--- src/include/parallel_port_params.svh ---
/*
  Constants for the processor-owned parallel port master: register
  offsets, field positions, reset values and bus-cycle timing.
  Assumes the clock runs at the instruction rate of 10 MHz.
*/
`ifndef PARALLEL_PORT_PARAMS_SVH
`define PARALLEL_PORT_PARAMS_SVH

// ----------------------------------------------------------------------
// register offsets (register bus address)
// ----------------------------------------------------------------------
`define OFS_PORT_CONTROL        3'h0
`define OFS_PORT_CONFIG         3'h1
`define OFS_EP_ADDR_STATUS      3'h2
`define OFS_PARALLEL_DATA       3'h3
`define OFS_IRQ_CONTROL         3'h4

// ----------------------------------------------------------------------
// field positions
// ----------------------------------------------------------------------
`define CTL_ENABLE_BIT          0
`define CTL_OWNER_BIT           1
`define CFG_WS_LSB              0
`define CFG_WS_MSB              3
`define CFG_CLK1EN_BIT          4
`define CFG_CSEN_BIT            5
`define CFG_MODE_LSB            6
`define CFG_MODE_MSB            7
`define EPS_ADDR_LSB            0
`define EPS_ADDR_MSB            3
`define EPS_BUSY_BIT            4
`define EPS_WR_BIT              6
`define EPS_RD_BIT              7
`define IRQ_FLAG_BIT            0
`define IRQ_ENABLE_BIT          1
`define IRQ_PRIO_BIT            2

// ----------------------------------------------------------------------
// reset values and widths
// ----------------------------------------------------------------------
`define RST_BYTE                8'h00
`define RST_NIBBLE              4'h0
`define RST_MODE                2'h0
`define RST_WAIT                5'h00
`define ONE_WAIT                5'h01
`define ZERO_BIT                1'h0

`endif

--- src/include/parallel_port_pkg.sv ---
/*
  Types for the processor-owned parallel port master.
  Assumes nothing beyond the constants header.
*/
package parallel_port_pkg;

  // bus cycle sequencer, gray coded along idle-phase1-phase2
  typedef enum logic [1:0]
  {
    ST_IDLE   = 2'b00,
    ST_PHASE1 = 2'b01,
    ST_PHASE2 = 2'b11
  } seq_state_type;

  // kind of bus cycle in flight
  typedef enum logic [1:0]
  {
    CYC_ADDR  = 2'h0,
    CYC_WRITE = 2'h1,
    CYC_READ  = 2'h2
  } cycle_kind_type;

  // strobe mode selection
  typedef enum logic [1:0]
  {
    MODE_ADDR_DATA = 2'h0,
    MODE_WR_RD     = 2'h1,
    MODE_ODD_EVEN  = 2'h2,
    MODE_ODD_EVEN2 = 2'h3
  } strobe_mode_type;

endpackage

--- src/verilog/parallel_port_master.sv ---
/*
  Processor-owned streaming parallel port master: five registers on a
  plain register port, address/write/read strobe cycles with wait
  states on an 8-bit external bus, completion interrupt flag.
  Assumes clk is the instruction clock and all inputs are synchronous.
*/
`include "parallel_port_params.svh"

module parallel_port_master
  import parallel_port_pkg::*;
(
  // clock, reset, enable
  input  wire logic       clk,
  input  wire logic       sys_rst,
  input  wire logic       clk_en,
  // register port
  input  wire logic [2:0] reg_addr,
  input  wire logic [7:0] reg_wdata,
  input  wire logic       reg_wr,
  input  wire logic       reg_rd,
  output logic      [7:0] reg_rdata,
  // external parallel bus
  input  wire logic [7:0] bus_data_in,
  output logic      [7:0] bus_data_out,
  output logic            bus_data_oe,
  output logic            strobe_one,
  output logic            strobe_two,
  output logic            bus_output_enable_n,
  output logic            bus_chip_select,
  // interrupt levels
  output logic            irq_high,
  output logic            irq_low
);

  // ----------------------------------------------------------------------
  // registers
  // ----------------------------------------------------------------------
  logic            port_enable_q;
  logic            port_owner_select_q;
  logic      [7:0] port_config_q;
  logic      [3:0] endpoint_addr_q;
  logic      [7:0] parallel_data_q;
  logic            port_irq_flag_q;
  logic            port_irq_enable_q;
  logic            port_irq_priority_q;
  seq_state_type   state_q;
  cycle_kind_type  kind_q;
  logic      [4:0] wait_q;

  // ----------------------------------------------------------------------
  // decode
  // ----------------------------------------------------------------------
  logic            cpu_owned;
  logic            busy;
  logic            wr_ctl;
  logic            wr_cfg;
  logic            wr_eps;
  logic            wr_data;
  logic            rd_data;
  logic            wr_irq;
  logic            launch;
  logic            done;
  logic      [4:0] half_waits;
  strobe_mode_type mode;

  assign cpu_owned  = port_enable_q & ~port_owner_select_q;
  assign busy       = (state_q != ST_IDLE);
  assign wr_ctl     = clk_en & reg_wr & (reg_addr == `OFS_PORT_CONTROL);
  assign wr_cfg     = clk_en & reg_wr & (reg_addr == `OFS_PORT_CONFIG);
  assign wr_eps     = clk_en & reg_wr & (reg_addr == `OFS_EP_ADDR_STATUS);
  assign wr_data    = clk_en & reg_wr & (reg_addr == `OFS_PARALLEL_DATA);
  assign rd_data    = clk_en & reg_rd & (reg_addr == `OFS_PARALLEL_DATA);
  assign wr_irq     = clk_en & reg_wr & (reg_addr == `OFS_IRQ_CONTROL);
  // half waits: field value n gives 2n waits, n after each phase
  assign half_waits = {1'b0, port_config_q[`CFG_WS_MSB:`CFG_WS_LSB]};
  assign mode       = strobe_mode_type'(port_config_q[`CFG_MODE_MSB:`CFG_MODE_LSB]);
  // busy requests are dropped, software must poll first
  assign launch     = cpu_owned & ~busy & (wr_eps | wr_data | rd_data);
  // cycle ends after the second phase and its waits
  assign done       = clk_en & (state_q == ST_PHASE2) & (wait_q == `RST_WAIT);

  // ----------------------------------------------------------------------
  // configuration registers
  // ----------------------------------------------------------------------
  always_ff @(posedge clk)
  begin
    if (sys_rst)
    begin
      port_enable_q       <= `ZERO_BIT;
      port_owner_select_q <= `ZERO_BIT;
      port_config_q       <= `RST_BYTE;
      port_irq_enable_q   <= `ZERO_BIT;
      port_irq_priority_q <= `ZERO_BIT;
    end
    else
    begin
      if (wr_ctl)
      begin
        port_enable_q       <= reg_wdata[`CTL_ENABLE_BIT];
        port_owner_select_q <= reg_wdata[`CTL_OWNER_BIT];
      end
      if (wr_cfg)
        port_config_q <= reg_wdata;
      if (wr_irq)
      begin
        port_irq_enable_q   <= reg_wdata[`IRQ_ENABLE_BIT];
        port_irq_priority_q <= reg_wdata[`IRQ_PRIO_BIT];
      end
    end
  end

  // ----------------------------------------------------------------------
  // endpoint address
  // ----------------------------------------------------------------------
  always_ff @(posedge clk)
  begin
    if (sys_rst)
      endpoint_addr_q <= `RST_NIBBLE;
    // address field, not stored while a cycle runs
    else if (wr_eps && !busy)
      endpoint_addr_q <= reg_wdata[`EPS_ADDR_MSB:`EPS_ADDR_LSB];
  end

  // ----------------------------------------------------------------------
  // bus cycle sequencer
  // ----------------------------------------------------------------------
  always_ff @(posedge clk)
  begin
    if (sys_rst)
    begin
      state_q <= ST_IDLE;
      kind_q  <= CYC_ADDR;
      wait_q  <= `RST_WAIT;
    end
    else if (clk_en)
    begin
      case (state_q)
        ST_IDLE:
        begin
          // launch on address write, data write or data read
          if (launch)
          begin
            state_q <= ST_PHASE1;
            wait_q  <= half_waits;
            if (wr_eps)
              kind_q <= CYC_ADDR;
            else if (wr_data)
              kind_q <= CYC_WRITE;
            else
              kind_q <= CYC_READ;
          end
        end
        ST_PHASE1:
        begin
          if (wait_q == `RST_WAIT)
          begin
            state_q <= ST_PHASE2;
            wait_q  <= half_waits;
          end
          else
            wait_q <= wait_q - `ONE_WAIT;
        end
        ST_PHASE2:
        begin
          if (wait_q == `RST_WAIT)
            state_q <= ST_IDLE;
          else
            wait_q <= wait_q - `ONE_WAIT;
        end
        default:
          state_q <= ST_IDLE;
      endcase
    end
  end

  // ----------------------------------------------------------------------
  // data register
  // ----------------------------------------------------------------------
  always_ff @(posedge clk)
  begin
    if (sys_rst)
      parallel_data_q <= `RST_BYTE;
    else
    begin
      // written byte is what the write cycle drives
      if (launch && wr_data)
        parallel_data_q <= reg_wdata;
      // read result lands when the read cycle ends
      else if (done && kind_q == CYC_READ)
        parallel_data_q <= bus_data_in;
    end
  end

  // ----------------------------------------------------------------------
  // completion flag, set wins over clear
  // ----------------------------------------------------------------------
  always_ff @(posedge clk)
  begin
    if (sys_rst)
      port_irq_flag_q <= `ZERO_BIT;
    // every completed cycle sets the flag
    else if (done)
      port_irq_flag_q <= 1'b1;
    else if (wr_irq && !reg_wdata[`IRQ_FLAG_BIT])
      port_irq_flag_q <= `ZERO_BIT;
  end

  always_ff @(posedge clk)
  begin
    if (sys_rst)
    begin
      irq_high <= `ZERO_BIT;
      irq_low  <= `ZERO_BIT;
    end
    else if (clk_en)
    begin
      // priority routing, one cycle behind the flag
      irq_high <= port_irq_flag_q & port_irq_enable_q & port_irq_priority_q;
      irq_low  <= port_irq_flag_q & port_irq_enable_q & ~port_irq_priority_q;
    end
  end

  // ----------------------------------------------------------------------
  // external bus pins
  // ----------------------------------------------------------------------
  logic       strobe_active;
  logic       sel_one;
  logic       is_write;
  logic [7:0] drive_byte;

  // strobe runs across phase one and its waits, falls in phase two
  assign strobe_active = clk_en ? (launch | (state_q == ST_PHASE1 && wait_q != `RST_WAIT))
                                : (state_q == ST_PHASE1);
  assign is_write      = launch ? (wr_eps | wr_data) : (kind_q != CYC_READ);
  assign drive_byte    = launch ? (wr_eps ? {4'h0, reg_wdata[3:0]} : reg_wdata)
                                : (kind_q == CYC_ADDR ? {4'h0, endpoint_addr_q}
                                                      : parallel_data_q);

  always_comb
  begin
    case (mode)
      MODE_ADDR_DATA:
        sel_one = launch ? wr_eps : (kind_q == CYC_ADDR);
      MODE_WR_RD:
        sel_one = is_write;
      MODE_ODD_EVEN, MODE_ODD_EVEN2:
        sel_one = launch && wr_eps ? reg_wdata[0] : endpoint_addr_q[0];
      default:
        sel_one = 1'b0;
    endcase
  end

  always_ff @(posedge clk)
  begin
    if (sys_rst)
    begin
      strobe_one          <= `ZERO_BIT;
      strobe_two          <= `ZERO_BIT;
      bus_data_out        <= `RST_BYTE;
      bus_data_oe         <= `ZERO_BIT;
      bus_output_enable_n <= 1'b1;
      bus_chip_select     <= `ZERO_BIT;
    end
    else if (clk_en)
    begin
      strobe_one <= strobe_active & sel_one &
                    port_config_q[`CFG_CLK1EN_BIT];
      strobe_two <= strobe_active & ~sel_one;
      // drive on writes, release on reads
      bus_data_oe         <= (launch | busy) & ~done & is_write;
      bus_data_out        <= drive_byte;
      bus_output_enable_n <= ~((launch | busy) & ~done & ~is_write);
      bus_chip_select     <= (launch | busy) & ~done & port_config_q[`CFG_CSEN_BIT];
    end
  end

  // ----------------------------------------------------------------------
  // register read port
  // ----------------------------------------------------------------------
  always_ff @(posedge clk)
  begin
    if (sys_rst)
      reg_rdata <= `RST_BYTE;
    else if (clk_en && reg_rd)
    begin
      case (reg_addr)
        `OFS_PORT_CONTROL:
          reg_rdata <= {6'h00, port_owner_select_q, port_enable_q};
        `OFS_PORT_CONFIG:
          reg_rdata <= port_config_q;
        // status; read/write history only under usb, so zero
        `OFS_EP_ADDR_STATUS:
          reg_rdata <= {1'b0, 1'b0, 1'b0, busy, endpoint_addr_q};
        // returns byte from previous read cycle, or the last written data byte
        `OFS_PARALLEL_DATA:
          reg_rdata <= parallel_data_q;
        `OFS_IRQ_CONTROL:
          reg_rdata <= {5'h00, port_irq_priority_q, port_irq_enable_q,
                        port_irq_flag_q};
        default:
          reg_rdata <= `RST_BYTE;
      endcase
    end
  end
endmodule

--- config.mk ---
export PLATFORM = sky130hd
export DESIGN_NAME = parallel_port_master
export DESIGN_NICKNAME = d
export VERILOG_FILES = /design/src/include/parallel_port_pkg.sv /design/src/verilog/parallel_port_master.sv
export VERILOG_INCLUDE_DIRS = /design/src /design/src/include
export SDC_FILE = /design/constraint.sdc
export NUM_CORES = 1
export LEC_CHECK = 0
export BUFFER_PORTS_ARGS = -buffer_cell sky130_fd_sc_hd__buf_2
export CAP_MARGIN = 10
export CORE_UTILIZATION = 35
export CTS_BUF_LIST = sky130_fd_sc_hd__clkbuf_8
export DETAILED_ROUTE_END_ITERATION = 7
export GPL_TIMING_DRIVEN = 0
export PLACE_DENSITY = 0.54
export SLEW_MARGIN = 20
export SYNTH_ARGS = -nofsm -noshare
export SYNTH_HDL_FRONTEND = slang
export SYNTH_SLANG_ARGS = --single-unit
--- constraint.sdc ---
create_clock -name clk -period 3.03 [get_ports clk]
set_input_delay 0 -clock clk [delete_from_list [all_inputs] [get_ports clk]]
set_output_delay 0 -clock clk [all_outputs]
set_load 0.02 [all_outputs]
Yosys cells after proc, flatten, opt, wreduce, memory -nomap -nowiden
Cells that the tools add are included.
Cells by class
  bitwise gates (word level): 34
  muxes and demuxes: 23
  $add $sub $neg: 1
  equal/unequal tests: 15
  reductions and logical operators: 23
Operators with widths (count)
  8-bit 2-to-1 mux: 5
  8-bit case mux with 5 select lines: 1
  1-bit bitwise AND: 23
  5-bit 2-to-1 mux: 3
  5-bit case mux with 3 select lines: 1
  2-bit 2-to-1 mux: 5
  2-bit equality test (second input constant): 4
  2-bit inequality test (second input constant): 4
  4-bit AND reduction: 2
  1-bit logical AND: 7
  1-bit inverter: 7
  3-bit by 2-bit equality test with 1-bit output (second input constant): 2
  2-bit logical NOT: 3
  1-bit 2-to-1 mux: 6
  2-bit case mux with 3 select lines: 1
  2-bit nonzero test: 3
  5-bit logical NOT: 1
  5-bit nonzero test: 1
  5-bit by 1-bit subtractor with 5-bit output (second input constant): 1
  2-bit by 1-bit equality test with 1-bit output (second input constant): 2
  1-bit bitwise OR: 4
  3-bit by 1-bit equality test with 1-bit output (second input constant): 1
  3-bit equality test (second input constant): 1
  3-bit logical NOT: 1
  other kinds (6): 7
Word-level totals
  register bits after elaboration: 57
  output and inout port bits: 23
  logic and storage cells: 116
  input port bits: 24

Logic depth before layout (Yosys ltp)
  word-level depth: 10
  gate-level depth with buffers: 8
  gate-level depth less buffers: 7

Worst setup path before layout
No wires, ideal clock.
  path type: register to register
  start: register wait_q[0]
  end: register parallel_data_q[0]
  setup time: 86 ps
  setup slack: 1217 ps
  data required time: 2944 ps
  buffers on the path: 0
  period minus slack after synthesis: 1813 ps
  cell stages (with the launch flop): 8
  data arrival time: 1728 ps
  cells stage by stage: dfxtp_1 inv_1 ha_1 nor4b_4 and2_2 nand4_2 mux2i_1 a211oi_1
Between the ends
  cells in the longest elaborated chain, start to end: 4
Ends and longest elaborated chain
  start, declared: line parallel_port_master.sv:48  | logic [4:0] wait_q;
  start signal, assigned: line parallel_port_master.sv:133  | wait_q <= `RST_WAIT;
  start signal, assigned: line parallel_port_master.sv:144  | wait_q <= half_waits;
  start signal, assigned: line parallel_port_master.sv:158  | wait_q <= half_waits;
  5-bit logical NOT (no line)
  1-bit bitwise AND: line parallel_port_master.sv:80  | assign done = clk_en & (state_q == ST_PHASE2) & (wait_q == `RST_WAIT);
  1-bit logical AND: line parallel_port_master.sv:189  | else if (done && kind_q == CYC_READ)
  2-bit nonzero test (no line)
  end signal, assigned: line parallel_port_master.sv:182  | parallel_data_q <= `RST_BYTE;
  end signal, assigned: line parallel_port_master.sv:187  | parallel_data_q <= reg_wdata;
  end signal, assigned: line parallel_port_master.sv:190  | parallel_data_q <= bus_data_in;
  end, declared: line parallel_port_master.sv:42  | logic [7:0] parallel_data_q;
No other way between the ends.
A chain may end at the register's enable or synchronous reset.

Worst setup path after layout
  start: register wait_q[0]
  end: register parallel_data_q[5]
Same word-level chain as after synthesis.

==> results.sh <==
export IMPL_ys_seq_elements=57
export IMPL_p_switching_uw=371.8
export IMPL_clock_path_buffers=2
export IMPL_grt_max_degree=11
export IMPL_crit_fanout=8
export IMPL_max_slew_worst_pin_slew_ns=0.6684
export IMPL_crit_path_top_delay_cell="nand4_2"
export IMPL_cts_max_level=3
export IMPL_die_x_um=91.99
export IMPL_skew_ns=0.008962
export IMPL_synth_main_ff_cell="dfxtp_1"
export IMPL_drtIter0Drc=230
export IMPL_synthesis_nets=363
export IMPL_async_flop_share_pct=0
export IMPL_ys_warn_count=0
export IMPL_rr_worst_depth=7
export IMPL_drt_pass1_iterations=5
export IMPL_nFillCells=824
export IMPL_placed_area_um2=3187
export IMPL_antenna_found_initial=0
export IMPL_slowest_delay_ns=0.40
export IMPL_crit_buf_inv=1
export IMPL_die_area_um2=8461
export IMPL_clkPwrFrac_pct=43.9
export IMPL_drv_cap=0
export IMPL_multiInputGateArea_um2=1568
export IMPL_clock_latency_ns=0.34
export IMPL_worstSetupEndpointType="flip-flop"
export IMPL_regArea_um2=1141
export IMPL_hold_depth=3
export IMPL_drc=0
export IMPL_postSynthAreaPerCell_um2=8.385
export IMPL_ant_nets=0
export IMPL_grt_use_total_pct=19.88
export IMPL_vias_per_cell=5.263
export IMPL_initial_core_util_pct=36.49
export IMPL_layout_common_cells="dfxtp_1, buf_2, nor2_1"
export IMPL_drt_wl_total_mm=8.162
export IMPL_core_area_um2=7767
export IMPL_ir_worst_vdd_mv=0.1926
export IMPL_num_rows=32
export IMPL_routedWlPerCell_um=16.04
export IMPL_cts_sinks=57
export IMPL_yosys_area_top_type="dfxtp_1"
export IMPL_p_comb_share_pct=7.5
export IMPL_fin_crit_sh_pct=73.43
export IMPL_slew_headroom_pct=55.44
export IMPL_netlist_area_um2=2834
export IMPL_crit_type="reg -> reg"
export IMPL_overflow=0
export IMPL_p_leak_uw=0.001442
export IMPL_layout_setup_ws_ns=0.8051
export IMPL_syn2layout_area_growth_pct=21.94
export IMPL_yosysTopAreaCellShare_pct=40.26
export IMPL_internal_power_uw=1191
export IMPL_antenna_cells=0
export IMPL_ys_types=46
export IMPL_setup_viol=0
export IMPL_layout_drive_gt1_share_pct=19.41
export IMPL_synthCells=338
export IMPL_rsz0062_at_grt="no"
export IMPL_cp_depth=7
export IMPL_switching_share_pct=23.80
export IMPL_final_common_cell="dfxtp_1"
export IMPL_post_cts_buffers=0
export IMPL_path_cells="inv_1 > ha_1 > nor4b_4 > and2_2 > nand4_2 > mux2i_1 > a211oi_1"
export IMPL_start_kind="flip-flop"
export IMPL_cpLargestDelayFamily="simple AND/OR/NAND/NOR gates"
export IMPL_min_period_ns=2.225
export IMPL_dp_hpwl_mm=5.931
export IMPL_status="complete, no violations"
export IMPL_power_density_nw_per_um2=452.2
export IMPL_via_count=2679
export IMPL_pwr_share_seq_pct=48.6
export IMPL_grt_pass1_vias=2424
export IMPL_dp_slack_ns=0.8243
export IMPL_hold_viol=0
export IMPL_place_congestion=0.8739
export IMPL_final_area_um2=3456
export IMPL_fmax_mhz=449.5
export IMPL_die_h_um=91.99
export IMPL_cts_root_buf="clkbuf_8"
export IMPL_required_ns=3.28
export IMPL_slew_viol_final=0
export IMPL_cts_clk_slew_worst_paths_ns=0.07
export IMPL_fin_util_pct=44.49
export IMPL_fin_cells=509
export IMPL_final_nets=427
export IMPL_dpl_cell_count=485
export IMPL_min_path_type="in -> reg"
export IMPL_io_buffers=45
export IMPL_grt_pass1_wl_mm=12.79
export IMPL_ys_top_cells_by_area="dfxtp_1, mux2i_1, nor2_1, a21oi_1, nand2_1"
export IMPL_arrival_ns=2.47
export IMPL_cts_made_buffers=9
export IMPL_cts_tree="yes"
export IMPL_tns_ns=0
export IMPL_synth_edf_count=0
export IMPL_io_pins=47
export IMPL_seq_area_frac_synth_pct=40.26
## repair_timing
item / CTS / global route
setup endpoints to repair: 0 / 0
gates resized for setup: 0 / 0
hold endpoints to repair: 17 / 0
hold buffers: 8 / 0
## tightest hold or removal path: stages
cell,delay [ns]
buf_2,0.10
mux2i_1,0.11
a211oi_1,0.08
## synthesized netlist by cell type (5+ instances only)
| cell | instances |
|---|---|
| inv_1 | 7 |
| a21oi_1 | 27 |
| nor2_1 | 49 |
| o21ai_0 | 12 |
| clkbuf_1 | 14 |
| a22oi_1 | 10 |
| mux2_2 | 5 |
| nand3_1 | 12 |
| mux2i_1 | 26 |
| nand2_1 | 32 |
| nor4_1 | 5 |
| a211oi_1 | 9 |
| nand2b_1 | 12 |
| nor2b_1 | 7 |
| dfxtp_1 | 57 |
| and3_1 | 5 |
## final timing paths
path,startpoint,end,slack [ns]
setup reg to reg,wait_q[0],parallel_data_q[5],0.81
setup / recovery,wait_q[0],parallel_data_q[5],0.81
hold reg to reg,bus_chip_select,bus_chip_select,0.46
hold / removal,bus_data_in[2],parallel_data_q[2],0.004
## area by class of cell
type | instances | share of cell area, %
multi-input combinational | 253 | 45.37
sequential | 57 | 33.02
timing repair buffer | 53 | 8.834
clock buffer | 10 | 3.983
tap | 102 | 3.693
buffer | 21 | 2.860
clock inverter | 6 | 1.484
inverter | 7 | 0.7603
## per-layer routing
| layer | vias to the layer above | part of all wire [%] | track usage, % |
|---|---|---|---|
| met3 | 16 | 6.1 | 3.483 |
| met5 | - | 0 | 0 |
| met2 | 89 | 42 | 29.79 |
| met1 | 1242 | 50 | 28.13 |
| li1 | 1332 | - | - |
| met4 | 0 | 1.6 | 7.943 |
## registers in the layout, indices dropped and copies added (netlist names), 2 cells and up
name	flops
port_config_q	8
kind_q	2
bus_data_out	8
endpoint_addr_q	4
state_q	2
wait_q	5
reg_rdata	8
parallel_data_q	8
## power by group through the flow
| stage | clock, uW | combinational [uW] | sequential [uW] |
|---|---|---|---|
| after detailed placement | 0 | 108 | 776 |
| after floorplan | 0 | 57.2 | 779 |
| after global routing | 736 | 126 | 760 |
| after CTS | 696 | 117 | 760 |
| after global placement | 0 | 109 | 776 |
| final | 686 | 117 | 760 |
## stage by stage
step / power, uW / hold slack (ns)
detailed placement: 884.7 / 0.2778
CTS: 1573 / 0.0001655
finish: 1563 / 0.003616
global placement: 884.7 / 0.2744
floorplan: 836.2 / 0.1439
global route: 1622 / 0.009862
## cells by family after synthesis
kind of cell             share of synthesized area (%)
AND/OR/NAND/NOR                                  26.80
AO/OA/AOI/OAI                                    16.38
adder cells (fa/ha/maj)                         0.4414
buffers and inverters                            4.415
flip-flops                                       40.26
multiplexers                                     11.70
Power figures use the tool's default switching activity.
